`config.mk`:
```
export PLATFORM = sky130hd
export DESIGN_NAME = multi_device_clock_sync
export DESIGN_NICKNAME = d
export VERILOG_FILES = /design/src/rtl/mdsync_pkg.sv /design/src/rtl/phase_if.sv /design/src/rtl/multi_device_clock_sync.sv /design/src/rtl/phase_gen.sv
export VERILOG_INCLUDE_DIRS = /design/src /design/src/rtl
export SDC_FILE = /design/constraint.sdc
export NUM_CORES = 1
export LEC_CHECK = 0
export BUFFER_PORTS_ARGS = -buffer_cell sky130_fd_sc_hd__buf_2
export CORE_AREA = 2 2 113 60
export CTS_CLUSTER_DIAMETER = 80
export DETAILED_ROUTE_END_ITERATION = 12
export DIE_AREA = 0 0 115 62
export PLACE_DENSITY_LB_ADDON = 0.25
export SLEW_MARGIN = 20
export SYNTH_ARGS = -nofsm -noshare
export SYNTH_HDL_FRONTEND = slang
export SYNTH_SLANG_ARGS = --single-unit
```
`constraint.sdc`:
```
create_clock -name clk -period 5.7 [get_ports clk]
set_input_delay 1.14 -clock clk [delete_from_list [all_inputs] [get_ports clk]]
set_output_delay 1.14 -clock clk [all_outputs]
set_load 0.02 [all_outputs]
```
`src/rtl/mdsync_params.svh`:
```
// Purpose: Named offsets, bit positions, reset values and phase codes
// Assumes: Included by bare name from every design file that needs it
// Notes:   Definitions only
`ifndef MDSYNC_PARAMS_SVH
`define MDSYNC_PARAMS_SVH

// Register word offsets on the plain register port
`define FC1_ADDR      8'h01
`define FC2_ADDR      8'h02
`define STATUS_ADDR   8'h03

// Bits of function_control_one
`define FC1_SW_SYNC   0
`define FC1_HW_SYNC   1

// Bits of function_control_two
`define FC2_OFS_LO    0
`define FC2_OFS_HI    1
`define FC2_MASK      4
`define FC2_STATUS    5
`define FC2_MASTER    6
`define FC2_SLAVE     7

// Fields of the status word
`define ST_PHASE_LO   0
`define ST_PHASE_HI   1
`define ST_CAUSE_LO   2
`define ST_CAUSE_HI   3

// Reset values
`define FC1_RESET     24'h000000
`define FC2_RESET     24'h000000
`define PHASE_RESET   2'h0

// Divided clock phases (system clock divided by four)
`define PHASE_PULSE   2'h0
`define PHASE_RISE    2'h2
`define PHASE_STEP    2'h1
`define PIN_LAG       2'h2

`endif

```
`src/rtl/mdsync_pkg.sv`:
```
// Purpose: Shared types of the multi-device clock alignment block
// Assumes: Nothing beyond the parameter header
// Notes:   Used only through scoped names
package mdsync_pkg;

   typedef logic [1:0] phase_t;

   typedef enum {
      cause_none,
      cause_auto,
      cause_sw,
      cause_hw
   } stall_cause_t;

endpackage

```
`src/rtl/phase_if.sv`:
```
// Purpose: Carries the stall request and divider phase between modules
// Assumes: One clock domain
// Notes:   rise_tick is a one-cycle enable on each divided-clock rising edge
`timescale 1ns/1ns

interface phase_if;
   logic                stall;
   mdsync_pkg::phase_t  phase;
   logic                rise_tick;

   modport gen  (input stall, output phase, output rise_tick);
   modport user (output stall, input phase, input rise_tick);
endinterface

```
`src/rtl/multi_device_clock_sync.sv`:
```
// Purpose: Aligns the divided clock of several synthesizers to one master
// Assumes: All inputs synchronous to clk; sync_in is a master pulse train
//          or a manual edge source, depending on mode
// Notes:   Control writes land in a buffer and act only after an update
//
// Decided for this implementation: the register offsets and strobed register access.
`timescale 1ns/1ns
`include "mdsync_params.svh"

// Summary of operation
// - Master drives one-clock sync pulse every four clocks
// - Slave enable makes device watch sync input
// - Slave stalls one clock on phase mismatch
// - Slave aligns within three divided-clock periods
// - Two-bit offset compensates zero to three clocks delay
// - Offset field resets to zero
// - Slave sets sticky flag on lost alignment
// - Reading the flag clears it
// - Flag stays set after alignment regained
// - Mask bit forces flag to zero
// - Update clearing software sync bit stalls once
// - Each stall shifts divided clock one quarter
// - Hardware sync mode stalls on sync rising edge
// - Divide by four, rising active, driven out
// - Written data idle until update transfers it
// - Update strobe sampled at divided clock rise
// - Unaligned update adds one period of uncertainty
module multi_device_clock_sync #(
   parameter int ADDR_W = 8,
   parameter int DATA_W = 24
) (
   input  logic              clk,
   input  logic              reset,
   input  logic [ADDR_W-1:0] addr,
   input  logic [DATA_W-1:0] wdata,
   input  logic              wr,
   input  logic              rd,
   output logic [DATA_W-1:0] rdata,
   input  logic              io_update,
   input  logic              sync_in,
   output logic              sync_out,
   output logic              sync_clk
);

   function automatic logic hit(input logic [ADDR_W-1:0] a, input logic [ADDR_W-1:0] t);
      return a == t;
   endfunction

   phase_if ph ();

   phase_gen u_gen (
      .clk   (clk),
      .reset (reset),
      .bus   (ph.gen)
   );

   // Buffered (written) and active copies of the two control registers
   logic [DATA_W-1:0]          fc1_buf;
   logic [DATA_W-1:0]          fc2_buf;
   logic [DATA_W-1:0]          fc1_act;
   logic [DATA_W-1:0]          fc2_act;
   logic                       sync_lost;
   logic                       sync_in_prev;
   mdsync_pkg::stall_cause_t   last_cause;
   mdsync_pkg::stall_cause_t   next_cause;
   logic                       next_lost;
   logic                       next_sync_out;
   logic [DATA_W-1:0]          next_rdata;

   // Register port decode
   wire wr_fc1 = wr && hit(addr, ADDR_W'(`FC1_ADDR));
   wire wr_fc2 = wr && hit(addr, ADDR_W'(`FC2_ADDR));
   wire rd_fc1 = rd && hit(addr, ADDR_W'(`FC1_ADDR));
   wire rd_fc2 = rd && hit(addr, ADDR_W'(`FC2_ADDR));
   wire rd_st  = rd && hit(addr, ADDR_W'(`STATUS_ADDR));

   // Active control bits
   wire                 ctl_sw     = fc1_act[`FC1_SW_SYNC];
   wire                 ctl_hw     = fc1_act[`FC1_HW_SYNC];
   wire                 ctl_master = fc2_act[`FC2_MASTER];
   wire                 ctl_slave  = fc2_act[`FC2_SLAVE];
   wire                 ctl_mask   = fc2_act[`FC2_MASK];
   wire [1:0]           ctl_offset = fc2_act[`FC2_OFS_HI:`FC2_OFS_LO];

   // Edge of the sync input; it serves both the slave compare and manual hardware mode
   wire                 in_rise    = sync_in && !sync_in_prev;

   // Master phase seen at the slave: pin lag plus programmed propagation offset
   wire mdsync_pkg::phase_t expected = 2'(`PIN_LAG + ctl_offset);

   // The update strobe only acts on a divided-clock rising edge
   wire                 update_now = ph.rise_tick && io_update;

   // Each mismatch costs one clock, so a quarter-period error closes
   // within three master pulses
   wire auto_miss = ctl_slave && !ctl_hw && in_rise && (ph.phase != expected);

   // Stall only on the update that turns the software sync bit off
   wire sw_stall  = update_now && ctl_sw && !fc1_buf[`FC1_SW_SYNC];

   wire hw_stall  = ctl_hw && in_rise;

   assign ph.stall = auto_miss || sw_stall || hw_stall;

   // Status flag: mask dominates, then a new miss, then the read clear
   always_comb begin
      if (ctl_mask) begin
         next_lost = 1'b0;
      end else if (auto_miss) begin
         next_lost = 1'b1;
      end else if (rd_fc2) begin
         next_lost = 1'b0;
      end else begin
         next_lost = sync_lost;
      end
   end

   always_comb begin
      if (auto_miss) begin
         next_cause = mdsync_pkg::cause_auto;
      end else if (sw_stall) begin
         next_cause = mdsync_pkg::cause_sw;
      end else if (hw_stall) begin
         next_cause = mdsync_pkg::cause_hw;
      end else begin
         next_cause = last_cause;
      end
   end

   // Only the first cycle of phase zero pulses, so a stall cannot stretch it
   assign next_sync_out = ctl_master && (ph.phase == `PHASE_PULSE) && !sync_out;

   always_comb begin
      next_rdata = '0;
      if (rd_fc1) begin
         next_rdata = fc1_buf;
      end else if (rd_fc2) begin
         next_rdata = fc2_buf;
         next_rdata[`FC2_STATUS] = sync_lost;
      end else if (rd_st) begin
         next_rdata[`ST_PHASE_HI:`ST_PHASE_LO] = ph.phase;
         next_rdata[`ST_CAUSE_HI:`ST_CAUSE_LO] = 2'(last_cause);
      end
   end

   // Buffer writes; they have no effect on behaviour yet
   always_ff @(posedge clk or posedge reset) begin
      if (reset) begin
         fc1_buf <= `FC1_RESET;
         fc2_buf <= `FC2_RESET;
      end else begin
         if (wr_fc1) begin
            fc1_buf <= wdata;
         end
         if (wr_fc2) begin
            fc2_buf <= wdata;
         end
      end
   end

   // An asynchronous strobe may miss one edge and land a period later
   always_ff @(posedge clk or posedge reset) begin
      if (reset) begin
         fc1_act <= `FC1_RESET;
         fc2_act <= `FC2_RESET;
      end else if (update_now) begin
         fc1_act <= fc1_buf;
         fc2_act <= fc2_buf;
      end
   end

   always_ff @(posedge clk or posedge reset) begin
      if (reset) begin
         sync_lost    <= 1'b0;
         last_cause   <= mdsync_pkg::cause_none;
         // Idle level of the pulled-up pin, so release brings no false edge
         sync_in_prev <= 1'b1;
      end else begin
         sync_lost    <= next_lost;
         last_cause   <= next_cause;
         sync_in_prev <= sync_in;
      end
   end

   always_ff @(posedge clk or posedge reset) begin
      if (reset) begin
         rdata    <= '0;
         sync_out <= 1'b0;
         sync_clk <= 1'b0;
      end else begin
         rdata    <= next_rdata;
         sync_out <= next_sync_out;
         sync_clk <= ph.phase[1];
      end
   end
endmodule

```
`src/rtl/phase_gen.sv`:
```
// Purpose: Divide-by-four phase counter that can be held for one cycle
// Assumes: stall is a level for the current cycle only
// Notes:   A held cycle moves the divided clock by a quarter period
`timescale 1ns/1ns
`include "mdsync_params.svh"

module phase_gen (
   input  logic         clk,
   input  logic         reset,
   phase_if.gen         bus
);

   mdsync_pkg::phase_t next_phase;
   logic               next_rise;

   assign next_phase = bus.stall ? bus.phase : 2'(bus.phase + `PHASE_STEP);
   assign next_rise  = (next_phase == `PHASE_RISE) && (bus.phase != `PHASE_RISE);

   always_ff @(posedge clk or posedge reset) begin
      if (reset) begin
         bus.phase     <= `PHASE_RESET;
         bus.rise_tick <= 1'b0;
      end else begin
         bus.phase     <= next_phase;
         bus.rise_tick <= next_rise;
      end
   end
endmodule

```
Word level (Yosys, flattened, before mapping)
Cells that the tools add are included.
{"block": "word_totals", "output_inout_bits": 26, "register_bits": 91, "mem_bits_rw": 0, "in_bits": 38, "word_cells": 56, "romBits": 0, "n_memories": 0, "latchBits": 0}
{"block": "op_classes", "n_reduce_logical": 25, "eq_ne": 6, "magnitude_cmp": 0, "div_mod_pow": 0, "muxes": 11, "shifts": 0, "add_sub_neg": 2, "n_mul": 0, "n_bitwise": 0}
{"op": "$mux W24", "n": 1}
{"op": "$mux W20", "n": 1}
{"op": "$eq A8 B2 Y1 const B", "n": 2}
{"op": "$logic_and A1 B1 Y1", "n": 16}
{"op": "$eq A8 B1 Y1 const B", "n": 1}
{"op": "$mux W2", "n": 4}
{"op": "$mux W4", "n": 2}
{"op": "$reduce_bool A3 Y1", "n": 2}
{"op": "$logic_not A1 Y1", "n": 4}
{"op": "$mux W1", "n": 3}
{"op": "$add A2 B1 Y2 const B", "n": 1}
{"op": "$add A2 B2 Y2 const A", "n": 1}
{"op": "$eq A2 B2 Y1 const B", "n": 1}
{"op": "$logic_not A2 Y1", "n": 1}
{"op": "$logic_or A1 B1 Y1", "n": 2}
{"op": "$ne A2 B2 Y1", "n": 1}
{"op": "$ne A2 B2 Y1 const B", "n": 1}

Logic depth before layout (Yosys ltp)
{"block": "logic_depth", "depth_word": 9, "depth_mapped": 6, "ltp_nobuf": 4}

By module
A second synthesis with hierarchy kept.
{"block": "unflattened", "cells_unflattened": 220, "hier_area_um2": 3602.2}
{"mod": "multi_device_clock_sync", "area_per_inst_um2": 3457.1, "seq_area_each_um2": 2103.3, "cells_each": 209, "n_inst": 1}
{"mod": "phase_gen", "area_per_inst_um2": 145.1, "seq_area_each_um2": 75.1, "cells_each": 11, "n_inst": 1}

Worst setup path before layout
OpenSTA, ideal clock, no wires.
{"block": "synth_path", "path_kind": "input port to flip-flop", "startpoint": "input port addr[7]", "endpoint": "register fc1_buf[0]", "path_stages": 5, "t_required_ps": 5575, "arrival_time_ps": 2258, "path_slack_ps": 3317, "setup_ps": 125, "n_path_buf": 1, "cell_sequence": "nor4_2 and2_4 nand4b_4 buf_6 mux2_4"}
{"block": "synth_between", "elab_chain_cells": 2}
{"element": "from (decl)", "line_no": "multi_device_clock_sync.sv:34", "source": "input logic [ADDR_W-1:0] addr,"}
{"element": "$eq A8 B1 Y1", "line_no": "multi_device_clock_sync.sv:46", "source": "return a == t;"}
{"element": "$logic_and A1 B1 Y1", "line_no": "multi_device_clock_sync.sv:71", "source": "wire wr_fc1 = wr && hit(addr, ADDR_W'(`FC1_ADDR));"}
{"element": "to (signal assigned)", "line_no": "multi_device_clock_sync.sv:149", "source": "fc1_buf <= `FC1_RESET;"}
{"element": "to (signal assigned)", "line_no": "multi_device_clock_sync.sv:153", "source": "fc1_buf <= wdata;"}
{"element": "to (decl)", "line_no": "multi_device_clock_sync.sv:58", "source": "logic [DATA_W-1:0] fc1_buf;"}
Every way passes these cells.
A chain may end at the register's enable or synchronous reset.

Worst setup path in the final report
{"block": "layout_path", "startpoint": "input port addr[7]", "endpoint": "register rdata[22]"}
{"block": "layout_between", "elab_chain_cells": 4, "elab_cells_between_ends": 6, "cone_classes": "eq/ne: 2; mux: 2; reduce/logical: 2"}
{"element": "$eq A8 B2 Y1", "line_no": "multi_device_clock_sync.sv:46"}
{"element": "$logic_and A1 B1 Y1", "line_no": "multi_device_clock_sync.sv:74", "source": "wire rd_fc2 = rd && hit(addr, ADDR_W'(`FC2_ADDR));"}
{"element": "$mux W20", "line_no": "multi_device_clock_sync.sv:137", "source": "end else if (rd_fc2) begin"}
{"element": "$mux W24 (*)", "line_no": "multi_device_clock_sync.sv:135", "source": "if (rd_fc1) begin"}
{"element": "named net next_rdata[22]", "line_no": "multi_device_clock_sync.sv:68", "source": "logic [DATA_W-1:0] next_rdata;"}
{"element": "to (signal assigned)", "line_no": "multi_device_clock_sync.sv:191", "source": "rdata <= next_rdata;"}
{"element": "to (decl)", "line_no": "multi_device_clock_sync.sv:38", "source": "output logic [DATA_W-1:0] rdata,"}
The timed path passes the listed nets; every way through them passes the cells marked *.

==> run summary <==
status = finished, final reports clean
Max VDD drop = 0.1784 mV
clock tree buffer depth = 2
CP Data Arrival Time = 3.10 ns
CP peak stage delay = 0.85 ns
Critical Path Source = addr[7]
period utilization = 49.69%
most common cell after layout, fill and taps aside = dfrtp_1
antenna cells = 0
Req. time, crit path = 5.96 ns
initial antenna violation count = 0
share of cells above drive strength 1 = 49.47%
Worst Max-Slew Pin Slew = 0.9529 ns
CP bufs+invs = 1
First DRT Iteration DRCs = 153
Worst-path clk slew = 0.06 ns
# fillers = 464
drt pass-1 iters = 4
vias in the first global route = 1,848
H-tree depth = 3
total grt overflow = 0
final-stage net count = 319
RSZ-0062 raised after global routing = no
initial core utilization = 56.23%
worst-path fanout max = 20
die width = 115 um
Total Routing Usage GR = 20.46%
Hold Vio Cnt, Final = 0
Top Ports = 64
Clock Tree Root = clkbuf_16
final WL = 6633 um
Worst R2R Path Depth = 4
area grow syn2layout = 17.68%
max_cap viols = 0
Synth Register Bits = 87
warnings from Yosys = 0
Buffers on Ports = 63
Layout Skew = 0.003509 ns
Worst path depth = 5
leakage = 2.336 nW
Critical Path, Cell by Cell = buf_2 > nor4_2 > nand4_1 > nor2_2 > a22o_1
latest clock arrival within the worst-skew pair = 0.33 ns
fmax = 353.1 MHz
dominant cell type by area after synthesis = dfrtp_1
post-route setup TNS = 0 ns
Post-Synthesis Cells = 214
Worst R2R Setup Slack = 3.99 ns
# DRC = 0
postcts setup bufs = 0
GP Congestion = 0.7381
Multi-input gate area = 1280 sq um
Avg Vias per Cell = 5.364
CTS Sinks = 87
Chip Height = 62 um
mean post-synth cell area = 16.57 sq um
CTS resizes = 0
Post-synth EDFFs = 0
CTS Buf Count = 9
Critical Path End = rdata[22]$_DFF_PP0_
Sequential Area = 2178 sq um
largest net degree at the start of global routing = 58
R2R Path End = u_gen.bus.phase[1]$_DFF_PP0_
Core Footprint = 6306 sq um
routed len/inst = 18.27 um
commonest cells after routing, fill and taps aside = 86 x dfrtp_1, 63 x buf_2, 40 x mux2_4
Rel. slew slack = 36.40%
Power Density = 333.4 nW/um^2
Fin Hold WS = 0.4211 ns
Finish-stage setup viols = 0
Synth cell types = 31
Vias = 1,947
Mapped Area = 3546 sq um
Synth top area share = 60.69%
Die ar. = 7130 sq um
placed wire-length estimate = 4296 um
Seq/Total Area, Yosys = 61.43%
fin crit period = 2.832 ns
Hold Path Class = register to register
Worst path slowest cell = nor2_2
Setup Crit Path Kind = primary input to register
CTS tree = built
post-route ant nets = 0
largest cells by area after synthesis = dfrtp_1 61%, mux2_4 17%, a22o_1 4.9%
global-route wire length before repair = 10,300 um
syn nets = 254
top cell family by delay on the critical path = simple AND/OR/NAND/NOR gates
Rows = 21
origin of the critical flop-to-flop path = u_gen.bus.phase[1]$_DFF_PP0_
Setup crit start kind = primary input
Final Max Tran Viols = 0
Hold Buf Count CTS = 0
Worst setup EP type = register
Synth Flop Type = dfrtp_1
asr flop ratio synth = 100.0%
-- through the flow --
step	total power, mW	util, %	setup slack (ns)	cells	area, sq um
after global routing	1.453	66.17	2.727	363	4173
after floorplan	0.8043	-	2.311	214	3546
after detailed placement	0.8564	61.73	2.574	348	3892
after CTS	1.404	66.13	2.904	363	4170
final	1.391	66.17	2.868	363	4173
after global placement	0.8506	61.73	2.651	348	3892
-- synthesized netlist by cell type (3+ instances only) --
| master | instances |
|---|---|
| a22o_1 | 20 |
| buf_2 | 4 |
| buf_6 | 4 |
| dfrtp_1 | 86 |
| inv_1 | 3 |
| mux2_2 | 15 |
| mux2_4 | 40 |
| mux2i_1 | 5 |
| nand2_1 | 4 |
| nor2_1 | 3 |
| o2bb2ai_1 | 4 |
-- area by class of cell --
class	count	share of cell area [%]
inverters	3	0.3298
multi-input cells	114	30.67
flip-flops and latches	87	52.20
repair buffers	64	7.736
clock buffers	15	6.657
well taps	80	2.399
-- flip-flops by register name, indices dropped and copies added, names as in the netlist, 2 cells and up --
| signal | cells |
|---|---|
| fc2_buf | 23 |
| fc1_buf | 24 |
| fc1_act | 2 |
| u_gen.bus.phase | 2 |
| rdata | 24 |
| last_cause | 2 |
| fc2_act | 5 |
-- cell families (layout without fill, tap and decap cells) --
family                     Yosys count  in the layout  share of synthesized area, %
and+or+nand+nor                     19             19                         4.447
adders and majority gates            2              2                        0.7056
xor gates and xnor gates             3              3                        0.7411
AOI/OAI and AO/OA                   30             30                         6.987
muxes                               60             60                         23.11
buffers and inverters               13             82                         2.576
DFF                                 87             87                         61.43
-- worst min-delay path by stage --
stage                       endpoint  cells after the start  slack (ns)                    from
6_report          sync_out$_DFF_PP0_                      1        0.42      sync_out$_DFF_PP0_
5_1_grt           sync_out$_DFF_PP0_                      1        0.45      sync_out$_DFF_PP0_
4_1_cts           sync_out$_DFF_PP0_                      1        0.42      sync_out$_DFF_PP0_
3_5_place_dp      sync_out$_DFF_PP0_                      1        0.42      sync_out$_DFF_PP0_
3_3_place_gp      sync_out$_DFF_PP0_                      1        0.41      sync_out$_DFF_PP0_
2_1_floorplan  sync_lost$_DFFE_PP0P_                      1        0.39  fc2_act[4]$_DFFE_PP0N_
-- where the power goes --
group          switching, mW  internal, mW  total [mW]  leakage (nW)
Combinational         0.0691        0.0762       0.145          1.01
Sequential            0.0350         0.665       0.700          1.19
Clock                  0.217         0.329       0.546         0.136
Total                  0.321          1.07        1.39          2.34
-- metal layers --
| layer | vias to the layer above | wire length (um) | global-route usage (%) |
|---|---|---|---|
| met5 | - | 0 | 0 |
| met4 | 0 | 103 | 7.745 |
| met3 | 13 | 374 | 7.953 |
| met2 | 61 | 2723 | 26.55 |
| met1 | 971 | 3432 | 30.73 |
| li1 | 902 | - | - |
(Power assumes the default switching activity.)
